### src/design/spapd_defines.vh
`ifndef SPAPD_DEFINES_VH
`define SPAPD_DEFINES_VH
// wishbone word offsets (byte addresses)
`define SPAPD_ADDR_CR1        8'h00
`define SPAPD_ADDR_CR7        8'h04
`define SPAPD_ADDR_PPMODE     8'h08
`define SPAPD_ADDR_STATUS     8'h0C
// config_reg_one fields
`define SPAPD_CR1_PP_PWR      2
`define SPAPD_CR1_RESET       8'h9C
// config_reg_seven fields
`define SPAPD_CR7_PP_APM      4
`define SPAPD_CR7_SER_APM_LO  5
`define SPAPD_CR7_SER_APM_HI  6
`define SPAPD_CR7_RESET       8'h00
// parallel mode register fields
`define SPAPD_PM_EPP_EN       0
`define SPAPD_PM_ECP_EN       1
`define SPAPD_PM_ECR_LO       2
`define SPAPD_PM_ECR_HI       4
`define SPAPD_PM_RESET        8'h00
// ecr mode encodings
`define SPAPD_ECR_SPP         3'h0
`define SPAPD_ECR_BIDIR       3'h1
`define SPAPD_ECR_EPP         3'h4
// status fields
`define SPAPD_ST_TX_PD        0
`define SPAPD_ST_RX_PD        1
`define SPAPD_ST_EPP_PD       2
`define SPAPD_ST_ECP_PD       3
`define SPAPD_ST_PP_PD        4
`define SPAPD_ST_RI           5
`endif

### src/design/spapd_ctrl.v
// Contract
// - transmitter wakes on holding buffer write
// - receiver wakes on rx input level change
// - config_reg_one bit 2 forces parallel powerdown
// - config_reg_seven bit 4 enables parallel auto powerdown
// - epp down unless enabled and selected
// - ecp down unless enabled, non spp/bidir/epp
// - parallel powerdown re-evaluated on mode changes
// - config_reg_seven bits 5,6 enable serial auto powerdown
// - tx sleeps when buffer and shifter empty
// - rx sleeps when fifo empty and idle
// - ring indicator stays live while powered down
`timescale 1ns/1ns
`include "spapd_defines.vh"
module spapd_ctrl (
   input  wire        clk_in,
   input  wire        rst_in,
   input  wire        ce_in,
   input  wire        wb_cyc_in,
   input  wire        wb_stb_in,
   input  wire        wb_we_in,
   input  wire [7:0]  wb_adr_in,
   input  wire [3:0]  wb_sel_in,
   input  wire [31:0] wb_dat_in,
   output reg  [31:0] wb_dat_out,
   output reg         wb_ack_out,
   input  wire        thb_write_in,
   input  wire        thb_empty_in,
   input  wire        tsr_empty_in,
   input  wire        rx_fifo_empty_in,
   input  wire        rx_idle_in,
   input  wire        serial_rx_input_in,
   input  wire        ring_in,
   output reg         tx_pd_out,
   output reg         rx_pd_out,
   output reg         epp_pd_out,
   output reg         ecp_pd_out,
   output reg         pp_pd_out,
   output reg         ri_change_out
);
   ////////////////////////////////////////////////////////////////
   // serial powerdown states, one-hot
   localparam [1:0] SER_AWAKE  = 2'b01;
   localparam [1:0] SER_ASLEEP = 2'b10;

   ////////////////////////////////////////////////////////////////
   reg  [7:0]  config_reg_one_r;
   reg  [7:0]  config_reg_seven_r;
   reg  [7:0]  ppmode_r;
   reg         rxd_s1_r;
   reg         rxd_s2_r;
   reg         rxd_s3_r;
   reg         ri_s1_r;
   reg         ri_s2_r;
   reg         ri_s3_r;
   reg  [1:0]  tx_state_r;
   reg  [1:0]  tx_state_nxt;
   reg  [1:0]  rx_state_r;
   reg  [1:0]  rx_state_nxt;
   reg  [31:0] rd_nxt;
   wire        wb_req;
   wire        wb_wr;
   wire        wr_cr1;
   wire        wr_cr7;
   wire        wr_ppmode;
   wire        ser_apm;
   wire        pp_apm;
   wire        epp_en;
   wire        ecp_en;
   wire [2:0]  ecr_mode;
   wire        epp_pd_nxt;
   wire        ecp_pd_nxt;
   wire        rx_edge;
   wire        ri_edge;
   wire        tx_empty;
   wire        rx_quiet;
   wire [5:0]  status_nxt;

   ////////////////////////////////////////////////////////////////
   // address match against a register offset
   function addr_hit;
      input [7:0] adr;
      input [7:0] offset;
      begin
         addr_hit = (adr == offset);
      end
   endfunction

   // ecr field holds the given mode code
   function ecr_is;
      input [2:0] mode;
      input [2:0] code;
      begin
         ecr_is = (mode == code);
      end
   endfunction

   // epp unused: disabled, or ecp mode with ecr off epp
   function epp_idle;
      input       epp_on;
      input       ecp_on;
      input [2:0] mode;
      begin
         epp_idle = ~epp_on | (ecp_on & ~ecr_is(mode, `SPAPD_ECR_EPP));
      end
   endfunction

   // ecp unused: disabled, or ecr picks spp, bidir or epp
   function ecp_idle;
      input       ecp_on;
      input [2:0] mode;
      begin
         ecp_idle = ~ecp_on | ecr_is(mode, `SPAPD_ECR_SPP) | ecr_is(mode, `SPAPD_ECR_BIDIR)
                  | ecr_is(mode, `SPAPD_ECR_EPP);
      end
   endfunction

   ////////////////////////////////////////////////////////////////
   assign wb_req     = wb_cyc_in & wb_stb_in & ~wb_ack_out;
   assign wb_wr      = wb_req & wb_we_in & wb_sel_in[0];
   assign wr_cr1     = wb_wr & addr_hit(wb_adr_in, `SPAPD_ADDR_CR1);
   assign wr_cr7     = wb_wr & addr_hit(wb_adr_in, `SPAPD_ADDR_CR7);
   assign wr_ppmode  = wb_wr & addr_hit(wb_adr_in, `SPAPD_ADDR_PPMODE);
   assign ser_apm    = config_reg_seven_r[`SPAPD_CR7_SER_APM_LO]
                     | config_reg_seven_r[`SPAPD_CR7_SER_APM_HI];
   assign pp_apm     = config_reg_seven_r[`SPAPD_CR7_PP_APM];
   assign epp_en     = ppmode_r[`SPAPD_PM_EPP_EN];
   assign ecp_en     = ppmode_r[`SPAPD_PM_ECP_EN];
   assign ecr_mode   = ppmode_r[`SPAPD_PM_ECR_HI:`SPAPD_PM_ECR_LO];
   // apm clear keeps both parallel blocks powered
   assign epp_pd_nxt = pp_apm & epp_idle(epp_en, ecp_en, ecr_mode);
   assign ecp_pd_nxt = pp_apm & ecp_idle(ecp_en, ecr_mode);
   assign rx_edge    = rxd_s2_r ^ rxd_s3_r;
   assign ri_edge    = ri_s2_r ^ ri_s3_r;
   assign tx_empty   = thb_empty_in & tsr_empty_in;
   assign rx_quiet   = rx_fifo_empty_in & rx_idle_in;
   assign status_nxt = {ri_s2_r, pp_pd_out, ecp_pd_out, epp_pd_out, rx_pd_out, tx_pd_out};

   ////////////////////////////////////////////////////////////////
   // read data for the addressed register, zero elsewhere
   always @* begin
      rd_nxt = 32'h00000000;
      case (wb_adr_in)
         `SPAPD_ADDR_CR1:    rd_nxt[7:0] = config_reg_one_r;
         `SPAPD_ADDR_CR7:    rd_nxt[7:0] = config_reg_seven_r;
         `SPAPD_ADDR_PPMODE: rd_nxt[7:0] = ppmode_r;
         `SPAPD_ADDR_STATUS: rd_nxt[5:0] = status_nxt;
         default:            rd_nxt = 32'h00000000;
      endcase
   end

   ////////////////////////////////////////////////////////////////
   // transmitter: a holding buffer write beats sleep
   always @* begin
      tx_state_nxt = tx_state_r;
      case (tx_state_r)
         SER_AWAKE: begin
            if (ser_apm && !thb_write_in && tx_empty) begin
               tx_state_nxt = SER_ASLEEP;
            end
         end
         SER_ASLEEP: begin
            if (!ser_apm || thb_write_in) begin
               tx_state_nxt = SER_AWAKE;
            end
         end
         default: tx_state_nxt = SER_AWAKE;
      endcase
   end

   // receiver: a level change on the rx input beats sleep
   always @* begin
      rx_state_nxt = rx_state_r;
      case (rx_state_r)
         SER_AWAKE: begin
            if (ser_apm && !rx_edge && rx_quiet) begin
               rx_state_nxt = SER_ASLEEP;
            end
         end
         SER_ASLEEP: begin
            if (!ser_apm || rx_edge) begin
               rx_state_nxt = SER_AWAKE;
            end
         end
         default: rx_state_nxt = SER_AWAKE;
      endcase
   end

   ////////////////////////////////////////////////////////////////
   // config_reg_one, low byte only
   always @(posedge clk_in) begin
      if (rst_in) begin
         config_reg_one_r <= `SPAPD_CR1_RESET;
      end else if (ce_in) begin
         if (wr_cr1)
            config_reg_one_r <= wb_dat_in[7:0];
      end
   end

   ////////////////////////////////////////////////////////////////
   // config_reg_seven, low byte only
   always @(posedge clk_in) begin
      if (rst_in) begin
         config_reg_seven_r <= `SPAPD_CR7_RESET;
      end else if (ce_in) begin
         if (wr_cr7)
            config_reg_seven_r <= wb_dat_in[7:0];
      end
   end

   ////////////////////////////////////////////////////////////////
   // mode and ecr writes re-evaluate parallel powerdown next edge
   always @(posedge clk_in) begin
      if (rst_in) begin
         ppmode_r <= `SPAPD_PM_RESET;
      end else if (ce_in) begin
         if (wr_ppmode)
            ppmode_r <= wb_dat_in[7:0];
      end
   end

   ////////////////////////////////////////////////////////////////
   // bus answer one cycle after the request is taken
   always @(posedge clk_in) begin
      if (rst_in) begin
         wb_ack_out <= 1'b0;
         wb_dat_out <= 32'h00000000;
      end else if (ce_in) begin
         wb_ack_out <= wb_req;
         if (wb_req)
            wb_dat_out <= rd_nxt;
         else
            wb_dat_out <= 32'h00000000;
      end
   end

   ////////////////////////////////////////////////////////////////
   // rx pin: two stages before use, third only for edges
   always @(posedge clk_in) begin
      if (rst_in) begin
         rxd_s1_r <= 1'b1;
         rxd_s2_r <= 1'b1;
         rxd_s3_r <= 1'b1;
      end else if (ce_in) begin
         rxd_s1_r <= serial_rx_input_in;
         rxd_s2_r <= rxd_s1_r;
         rxd_s3_r <= rxd_s2_r;
      end
   end

   ////////////////////////////////////////////////////////////////
   // ring pin: two stages before use, third only for edges
   always @(posedge clk_in) begin
      if (rst_in) begin
         ri_s1_r <= 1'b0;
         ri_s2_r <= 1'b0;
         ri_s3_r <= 1'b0;
      end else if (ce_in) begin
         ri_s1_r <= ring_in;
         ri_s2_r <= ri_s1_r;
         ri_s3_r <= ri_s2_r;
      end
   end

   ////////////////////////////////////////////////////////////////
   // transmitter powerdown
   always @(posedge clk_in) begin
      if (rst_in) begin
         tx_state_r <= SER_AWAKE;
         tx_pd_out  <= 1'b0;
      end else if (ce_in) begin
         tx_state_r <= tx_state_nxt;
         tx_pd_out  <= (tx_state_nxt == SER_ASLEEP);
      end
   end

   ////////////////////////////////////////////////////////////////
   // receiver powerdown
   always @(posedge clk_in) begin
      if (rst_in) begin
         rx_state_r <= SER_AWAKE;
         rx_pd_out  <= 1'b0;
      end else if (ce_in) begin
         rx_state_r <= rx_state_nxt;
         rx_pd_out  <= (rx_state_nxt == SER_ASLEEP);
      end
   end

   ////////////////////////////////////////////////////////////////
   // ring detection ignores powerdown state
   always @(posedge clk_in) begin
      if (rst_in) begin
         ri_change_out <= 1'b0;
      end else if (ce_in) begin
         ri_change_out <= ri_edge;
      end
   end

   ////////////////////////////////////////////////////////////////
   // parallel powerdown outputs
   always @(posedge clk_in) begin
      if (rst_in) begin
         epp_pd_out <= 1'b0;
         ecp_pd_out <= 1'b0;
         pp_pd_out  <= 1'b0;
      end else if (ce_in) begin
         epp_pd_out <= epp_pd_nxt;
         ecp_pd_out <= ecp_pd_nxt;
         pp_pd_out  <= config_reg_one_r[`SPAPD_CR1_PP_PWR];
      end
   end
endmodule

### config.mk
export PLATFORM = sky130hd
export DESIGN_NAME = spapd_ctrl
export DESIGN_NICKNAME = d
export VERILOG_FILES = /design/src/design/spapd_ctrl.v
export VERILOG_INCLUDE_DIRS = /design/src /design/src/design
export SDC_FILE = /design/constraint.sdc
export NUM_CORES = 1
export LEC_CHECK = 0
export BUFFER_PORTS_ARGS = -buffer_cell sky130_fd_sc_hd__buf_2
export CAP_MARGIN = 10
export CELL_PAD_IN_SITES_DETAIL_PLACEMENT = 0
export CELL_PAD_IN_SITES_GLOBAL_PLACEMENT = 2
export CORE_UTILIZATION = 28
export CTS_CLUSTER_DIAMETER = 150
export DETAILED_ROUTE_END_ITERATION = 10
export GPL_ROUTABILITY_DRIVEN = 1
export PLACE_DENSITY = 0.76
export SYNTH_ARGS = -nofsm -noshare
export SYNTH_HDL_FRONTEND = slang
export SYNTH_SLANG_ARGS = --single-unit
### constraint.sdc
create_clock -name clk_in -period 1.72 [get_ports clk_in]
set_input_delay 0.086 -clock clk_in [delete_from_list [all_inputs] [get_ports clk_in]]
set_output_delay 0.086 -clock clk_in [all_outputs]
set_load 0.01 [all_outputs]
==> results.cfg, run 1 <==
[outcome]
status = complete, no violations

[final_layout]
final_common_cell = dfxtp_1
drive_gt1_frac = 0.231
final_area_mm2 = 0.00278
num_antenna_cells = 0
layout.nets = 359
syn_to_final_growth_pct = 14.6
layout_common_cells = dfxtp_1, buf_2, nor2_1, mux2i_1, conb_1

[worst_hold_path]
whs_path_depth = 3
min_to = ri_s1_r$_SDFFE_PP0P_
min-delay-start = ring_in
hp-class = input pin to flip-flop

[route]
dr.pass1.iters = 4
ant_nets = 0
wl_per_cell_um = 13.5
wl_mm = 5.47
drc = 0
drt_iter0_drc = 70
vias = 1856
viasPerCell = 4.59

[grt]
grtUsageTotal = 0.128
grt_max_degree = 43
grt_pass1_wl_mm = 8.61
antenna_found_initial = 0
grt_overflow = 0
grt_pass1_vias = 1697

[sta]
fin_setup_tns_ns = 0
rsz0062_at_grt = no
fmax_mhz = 677
min_period_ns = 1.48
holdWs_ns = 0.0158
final-setup-viol-count = 0
finalWorstSetupSlack_ns = 0.244
skew_ns = 0.00689
fin_crit_sh = 0.858
hold_violations = 0
slew_violations = 0

[pwr]
fin_total_pwr_mw = 2.05
powerDensity_mw_per_mm2 = 737
ir_drop_mv = 0.283
p_leak_nw = 1.30

[clocking]
cts_tree = yes
postCtsResizedCells = 0
cts_made_buffers = 5
cts_root_buf = clkbuf_8
clkLatencyLatePin_ns = 0.31
cts_buffer_depth = 2
cts_sinks = 49
htreeDepth = 2
clkSlewWorstSetupHoldPaths_ns = 0.09

[yosys]
synthMuxAreaShare = 0.192
synth_compound_gate_area_share = 0.0938
synth-seq-cells = 49
yosys.area_share.simple = 0.161
ys.flop_type = dfxtp_1
yosysSeqAreaShare = 0.404
ys_warn_count = 0
synthesis.area_mm2 = 0.00243
synthArstFlopShare = 0
synth_xor_xnor_area_share = 0.00721
netlist_instances = 253
synth_top_family_by_area = multiplexers
ys_types = 41
avgSynthCellArea_um2 = 9.60
synth_fa_ha_area_frac = 0.0206
synth_edf_count = 0

[floorplan]
die_area_mm2 = 0.00905
coreArea_mm2 = 0.00830
std_cell_rows = 33
die_h_um = 95.1
die_width_um = 95.1
start_util = 0.293
pin_count = 96

[placement]
dp_hpwl_mm = 3.86
portBuffers = 44
place.gp.congestion = 0.772
pre_cts_ws_ns = 0.254
placed_cell_area_mm2 = 0.00268

[setup_path]
cp-end-kind = flip-flop
r2r_cells = 4
worstSetupStartpointType = flip-flop
cp_max_fo = 8
rr_endpoint = ppmode_r[7]$_SDFFE_PP0P_
required_ns = 1.90
r2r_slack_ns = 0.24
critPathKind = flip-flop to flip-flop
reg2reg_from = wb_ack_out$_SDFFE_PP0P_
crit_arrival_ns = 1.66

[run]
cap_violations = 0
-- synth_stat cells, types with 2 or more instances --
master	instances	area, um2
nor2_1	43	161
nand3_1	4	20.0
nor3_1	2	10.0
buf_4	25	188
o2bb2ai_1	3	26.3
ha_1	4	50.1
nand2_1	15	56.3
and3_1	2	12.5
o31ai_1	2	15.0
a211oi_1	2	15.0
o21bai_1	2	15.0
o21ai_0	5	25.0
a32oi_1	3	26.3
and4b_1	3	30.0
inv_1	9	33.8
nand4_2	2	25.0
and2_1	2	12.5
clkbuf_1	6	22.5
dfxtp_1	49	981
a22oi_1	6	45.0
buf_2	4	20.0
mux4_2	6	135
a21oi_1	4	20.0
mux2i_1	33	330
-- worst max-delay path, stage by stage, from the launching register on --
cell and delay (ns):
dfxtp_1 0.32, and4b_1 0.38, and4_4 0.39, mux2i_1 0.21, nor2_1 0.05
-- per-layer routing --
metal | vias to the layer above | global-route usage | share of wire
met2 | 55 | 0.195 | 0.45
met3 | 8 | 0.0295 | 0.057
met5 | - | 0 | 0
met1 | 871 | 0.176 | 0.48
met4 | 0 | 0.0492 | 0.014
li1 | 922 | - | -
-- metrics by stage --
stage                     instances   util
final                           404  0.335
after global placement          395  0.323
after detailed placement        395  0.323
after global routing            404  0.335
after floorplan                 276      -
after CTS                       404  0.335
-- timing repair --
action	in CTS	in global routing
setup buffers	0	0
setup endpoints to repair	0	0
hold buffers	1	0
endpoints found under the hold margin	1	0
-- flip-flops by register name, summed over array words and instances, names as in the netlist, 2 cells and up --
| name | flops |
|---|---|
| ppmode_r | 8 |
| config_reg_seven_r | 8 |
| rx_state_r | 2 |
| wb_dat_out | 8 |
| tx_state_r | 2 |
| config_reg_one_r | 8 |
-- kinds of logic (layout without fill, tap and decap cells) --
kind of cell | count (synthesis) | in the layout
and+or+nand+nor | 79 | 79
xor gates and xnor gates | 2 | 2
other | 1 | 24
muxes | 39 | 39
AOI/OAI and AO/OA | 32 | 32
adders and majority gates | 4 | 4
DFF | 49 | 49
buffers and inverters | 47 | 70
-- where the power goes --
group	switching [mW]	total (mW)	internal (mW)
Clock	0.393	0.719	0.327
Sequential	0.00627	1.15	1.14
Combinational	0.113	0.183	0.0699
-- worst max-delay path by stage --
| stage | from | to | depth (start not counted) |
|---|---|---|---|
| after floorplan | wb_ack_out$_SDFFE_PP0P_ | ppmode_r[0]$_SDFFE_PP0P_ | 6 |
| after global placement | wb_ack_out$_SDFFE_PP0P_ | ppmode_r[2]$_SDFFE_PP0P_ | 4 |
| after detailed placement | wb_ack_out$_SDFFE_PP0P_ | ppmode_r[7]$_SDFFE_PP0P_ | 4 |
| after CTS | wb_ack_out$_SDFFE_PP0P_ | ppmode_r[7]$_SDFFE_PP0P_ | 4 |
| after global routing | wb_ack_out$_SDFFE_PP0P_ | wb_dat_out[6]$_SDFFE_PP0P_ | 4 |
| final | wb_ack_out$_SDFFE_PP0P_ | ppmode_r[7]$_SDFFE_PP0P_ | 4 |
-- final cells by class --
class / count / area [um2]
repair buffers: 52 / 295
inverters: 10 / 37.5
clock buffers: 6 / 82.6
clock inverters: 2 / 13.8
well taps: 105 / 131
multi-input cells: 180 / 1240
flip-flops and latches: 49 / 981
fillers: 885 / 5520
Power figures use the tool's default switching activity.
==> inputs of run 2 (changes only) <==
==> constraint.sdc (replaced) <==
create_clock -name clk_in -period 1.72 [get_ports clk_in]
set_input_delay 0.43 -clock clk_in [delete_from_list [all_inputs] [get_ports clk_in]]
set_output_delay 0.43 -clock clk_in [all_outputs]
set_load 0.01 [all_outputs]
==> run 2 against run 1 <==
First-iteration DRC count grew 11%. Final area grew 2.5%. Sequential share of layout area shrank 0.87 points. Critical endpoint is now ppmode_r[6]$_SDFFE_PP0P_. Power grew 6.4%. Wire length shrank 1.3%. Global-route usage shrank 0.62 points. Clock-buffer cell count grew 1.
==> results.cfg, run 2 (synthesis gave the netlist of run 1 again) <==
[outcome]
status = complete, no violations

[sta]
fin_crit_sh = 0.838
hold_violations = 0
rsz0062_at_grt = no
final-setup-viol-count = 0
min_period_ns = 1.44
slew_violations = 0
fin_setup_tns_ns = 0
fmax_mhz = 694
holdWs_ns = 0.345
skew_ns = 0.00900

[route]
wl_per_cell_um = 13.3
viasPerCell = 4.52
drt_iter0_drc = 78
drc = 0
dr.pass1.iters = 4
vias = 1836
wl_mm = 5.40
ant_nets = 0

[grt]
grt_max_degree = 43
antenna_found_initial = 0
grt_pass1_wl_mm = 8.19
grt_pass1_vias = 1601
grt_overflow = 0
grtUsageTotal = 0.122

[setup_path]
cp_max_fo = 8
critPathMaxStageDelay_ns = 0.38
cp-end-kind = flip-flop
crit_path_cell_trace = and4b_1, and4_4, mux2i_1, nor2_1
slowest_stage = and4_4
critPathKind = flip-flop to flip-flop
r2r_cells = 4
required_ns = 1.91
crit_arrival_ns = 1.63
r2r_slack_ns = 0.28
worstSetupStartpointType = flip-flop

[clocking]
cts_made_buffers = 5
clkSlewWorstSetupHoldPaths_ns = 0.08
post-cts-setup-buffers = 0
cts_tree = yes
postCtsResizedCells = 0
clkLatencyLatePin_ns = 0.30
cts_root_buf = clkbuf_8
hold_buffers = 0
cts_sinks = 49
cts_buffer_depth = 2
htreeDepth = 2

[floorplan]
die_width_um = 95.1
std_cell_rows = 33
die_h_um = 95.1
coreArea_mm2 = 0.00830
die_area_mm2 = 0.00905
pin_count = 96
start_util = 0.293

[final_layout]
final_cells = 406
syn_to_final_growth_pct = 17.5
num_antenna_cells = 0
final_common_cell = dfxtp_1
drive_gt1_frac = 0.236
nFillCells = 868
layout_common_cells = dfxtp_1, buf_2, nor2_1, mux2i_1, conb_1
layout.nets = 361

[placement]
dp.cells = 398
dp_hpwl_mm = 3.81
portBuffers = 44
place.gp.congestion = 0.837

[worst_hold_path]
hp-class = input pin to flip-flop
whs_path_depth = 3

[pwr]
p_leak_nw = 1.33
powerDensity_mw_per_mm2 = 765
fin_total_pwr_mw = 2.18
ir_drop_mv = 0.355

[run]
cap_violations = 0
[run 2: cell count changes in the layout (fill, tap and decap cells not counted)]
cell | previous run | this run
clkinv_4 | 1 | 0
dlygate4sd3_1 | 1 | 0
clkinv_2 | 1 | 0
clkbuf_1 | 0 | 1
buf_12 | 1 | 4
bufinv_16 | 0 | 1
[run 2: cell type report]
| type | count | area (um2) | area share |
|---|---|---|---|
| Multi-Input combinational cell | 180 | 1240 | 0.435 |
| Sequential cell | 49 | 981 | 0.344 |
| Timing Repair Buffer | 54 | 345 | 0.121 |
| Tap cell | 105 | 131 | 0.0460 |
| Clock buffer | 7 | 86.3 | 0.0302 |
| Inverter | 10 | 37.5 | 0.0132 |
| Clock inverter | 1 | 30.0 | 0.0105 |
[run 2: metrics by stage]
| stage | instance area (um2) | util | worst slack [ns] |
|---|---|---|---|
| 2_1_floorplan | 2510 | - | 0.173 |
| 3_3_place_gp | 2740 | 0.330 | 0.0789 |
| 3_5_place_dp | 2740 | 0.330 | 0.0740 |
| 4_1_cts | 2850 | 0.344 | 0.267 |
| 5_1_grt | 2850 | 0.344 | 0.189 |
| 6_report | 2850 | 0.344 | 0.279 |
[run 2: metal layers]
layer | part of all wire | up-vias | wire length, um | GRT usage
li1 | - | 924 | - | -
met1 | 0.50 | 846 | 2720 | 0.167
met2 | 0.43 | 64 | 2320 | 0.186
met3 | 0.062 | 2 | 333 | 0.0375
met4 | 0.0054 | 0 | 29 | 0.0303
met5 | 0 | - | 0 | 0
[run 2: path summary, 6_finish.rpt]
| check | start | endpoint |
|---|---|---|
| worst max register to register | wb_ack_out$_SDFFE_PP0P_ | ppmode_r[6]$_SDFFE_PP0P_ |
| worst min register to register | config_reg_one_r[7]$_SDFFE_PP1P_ | config_reg_one_r[7]$_SDFFE_PP1P_ |
| worst max-delay path | wb_ack_out$_SDFFE_PP0P_ | ppmode_r[6]$_SDFFE_PP0P_ |
| worst min-delay path | serial_rx_input_in | rxd_s1_r$_SDFFE_PP1P_ |
[run 2: critical path, delay by kind of cell, from the launching register on]
family           cells  cell delay, ns
flip-flops           1            0.33
multiplexers         1            0.21
AND/OR/NAND/NOR      3            0.80
[run 2: power breakdown]
part           total, mW  internal, mW  switching [mW]
registers           1.15          1.14         0.00663
clock network      0.846         0.474           0.371
logic              0.188        0.0739           0.114
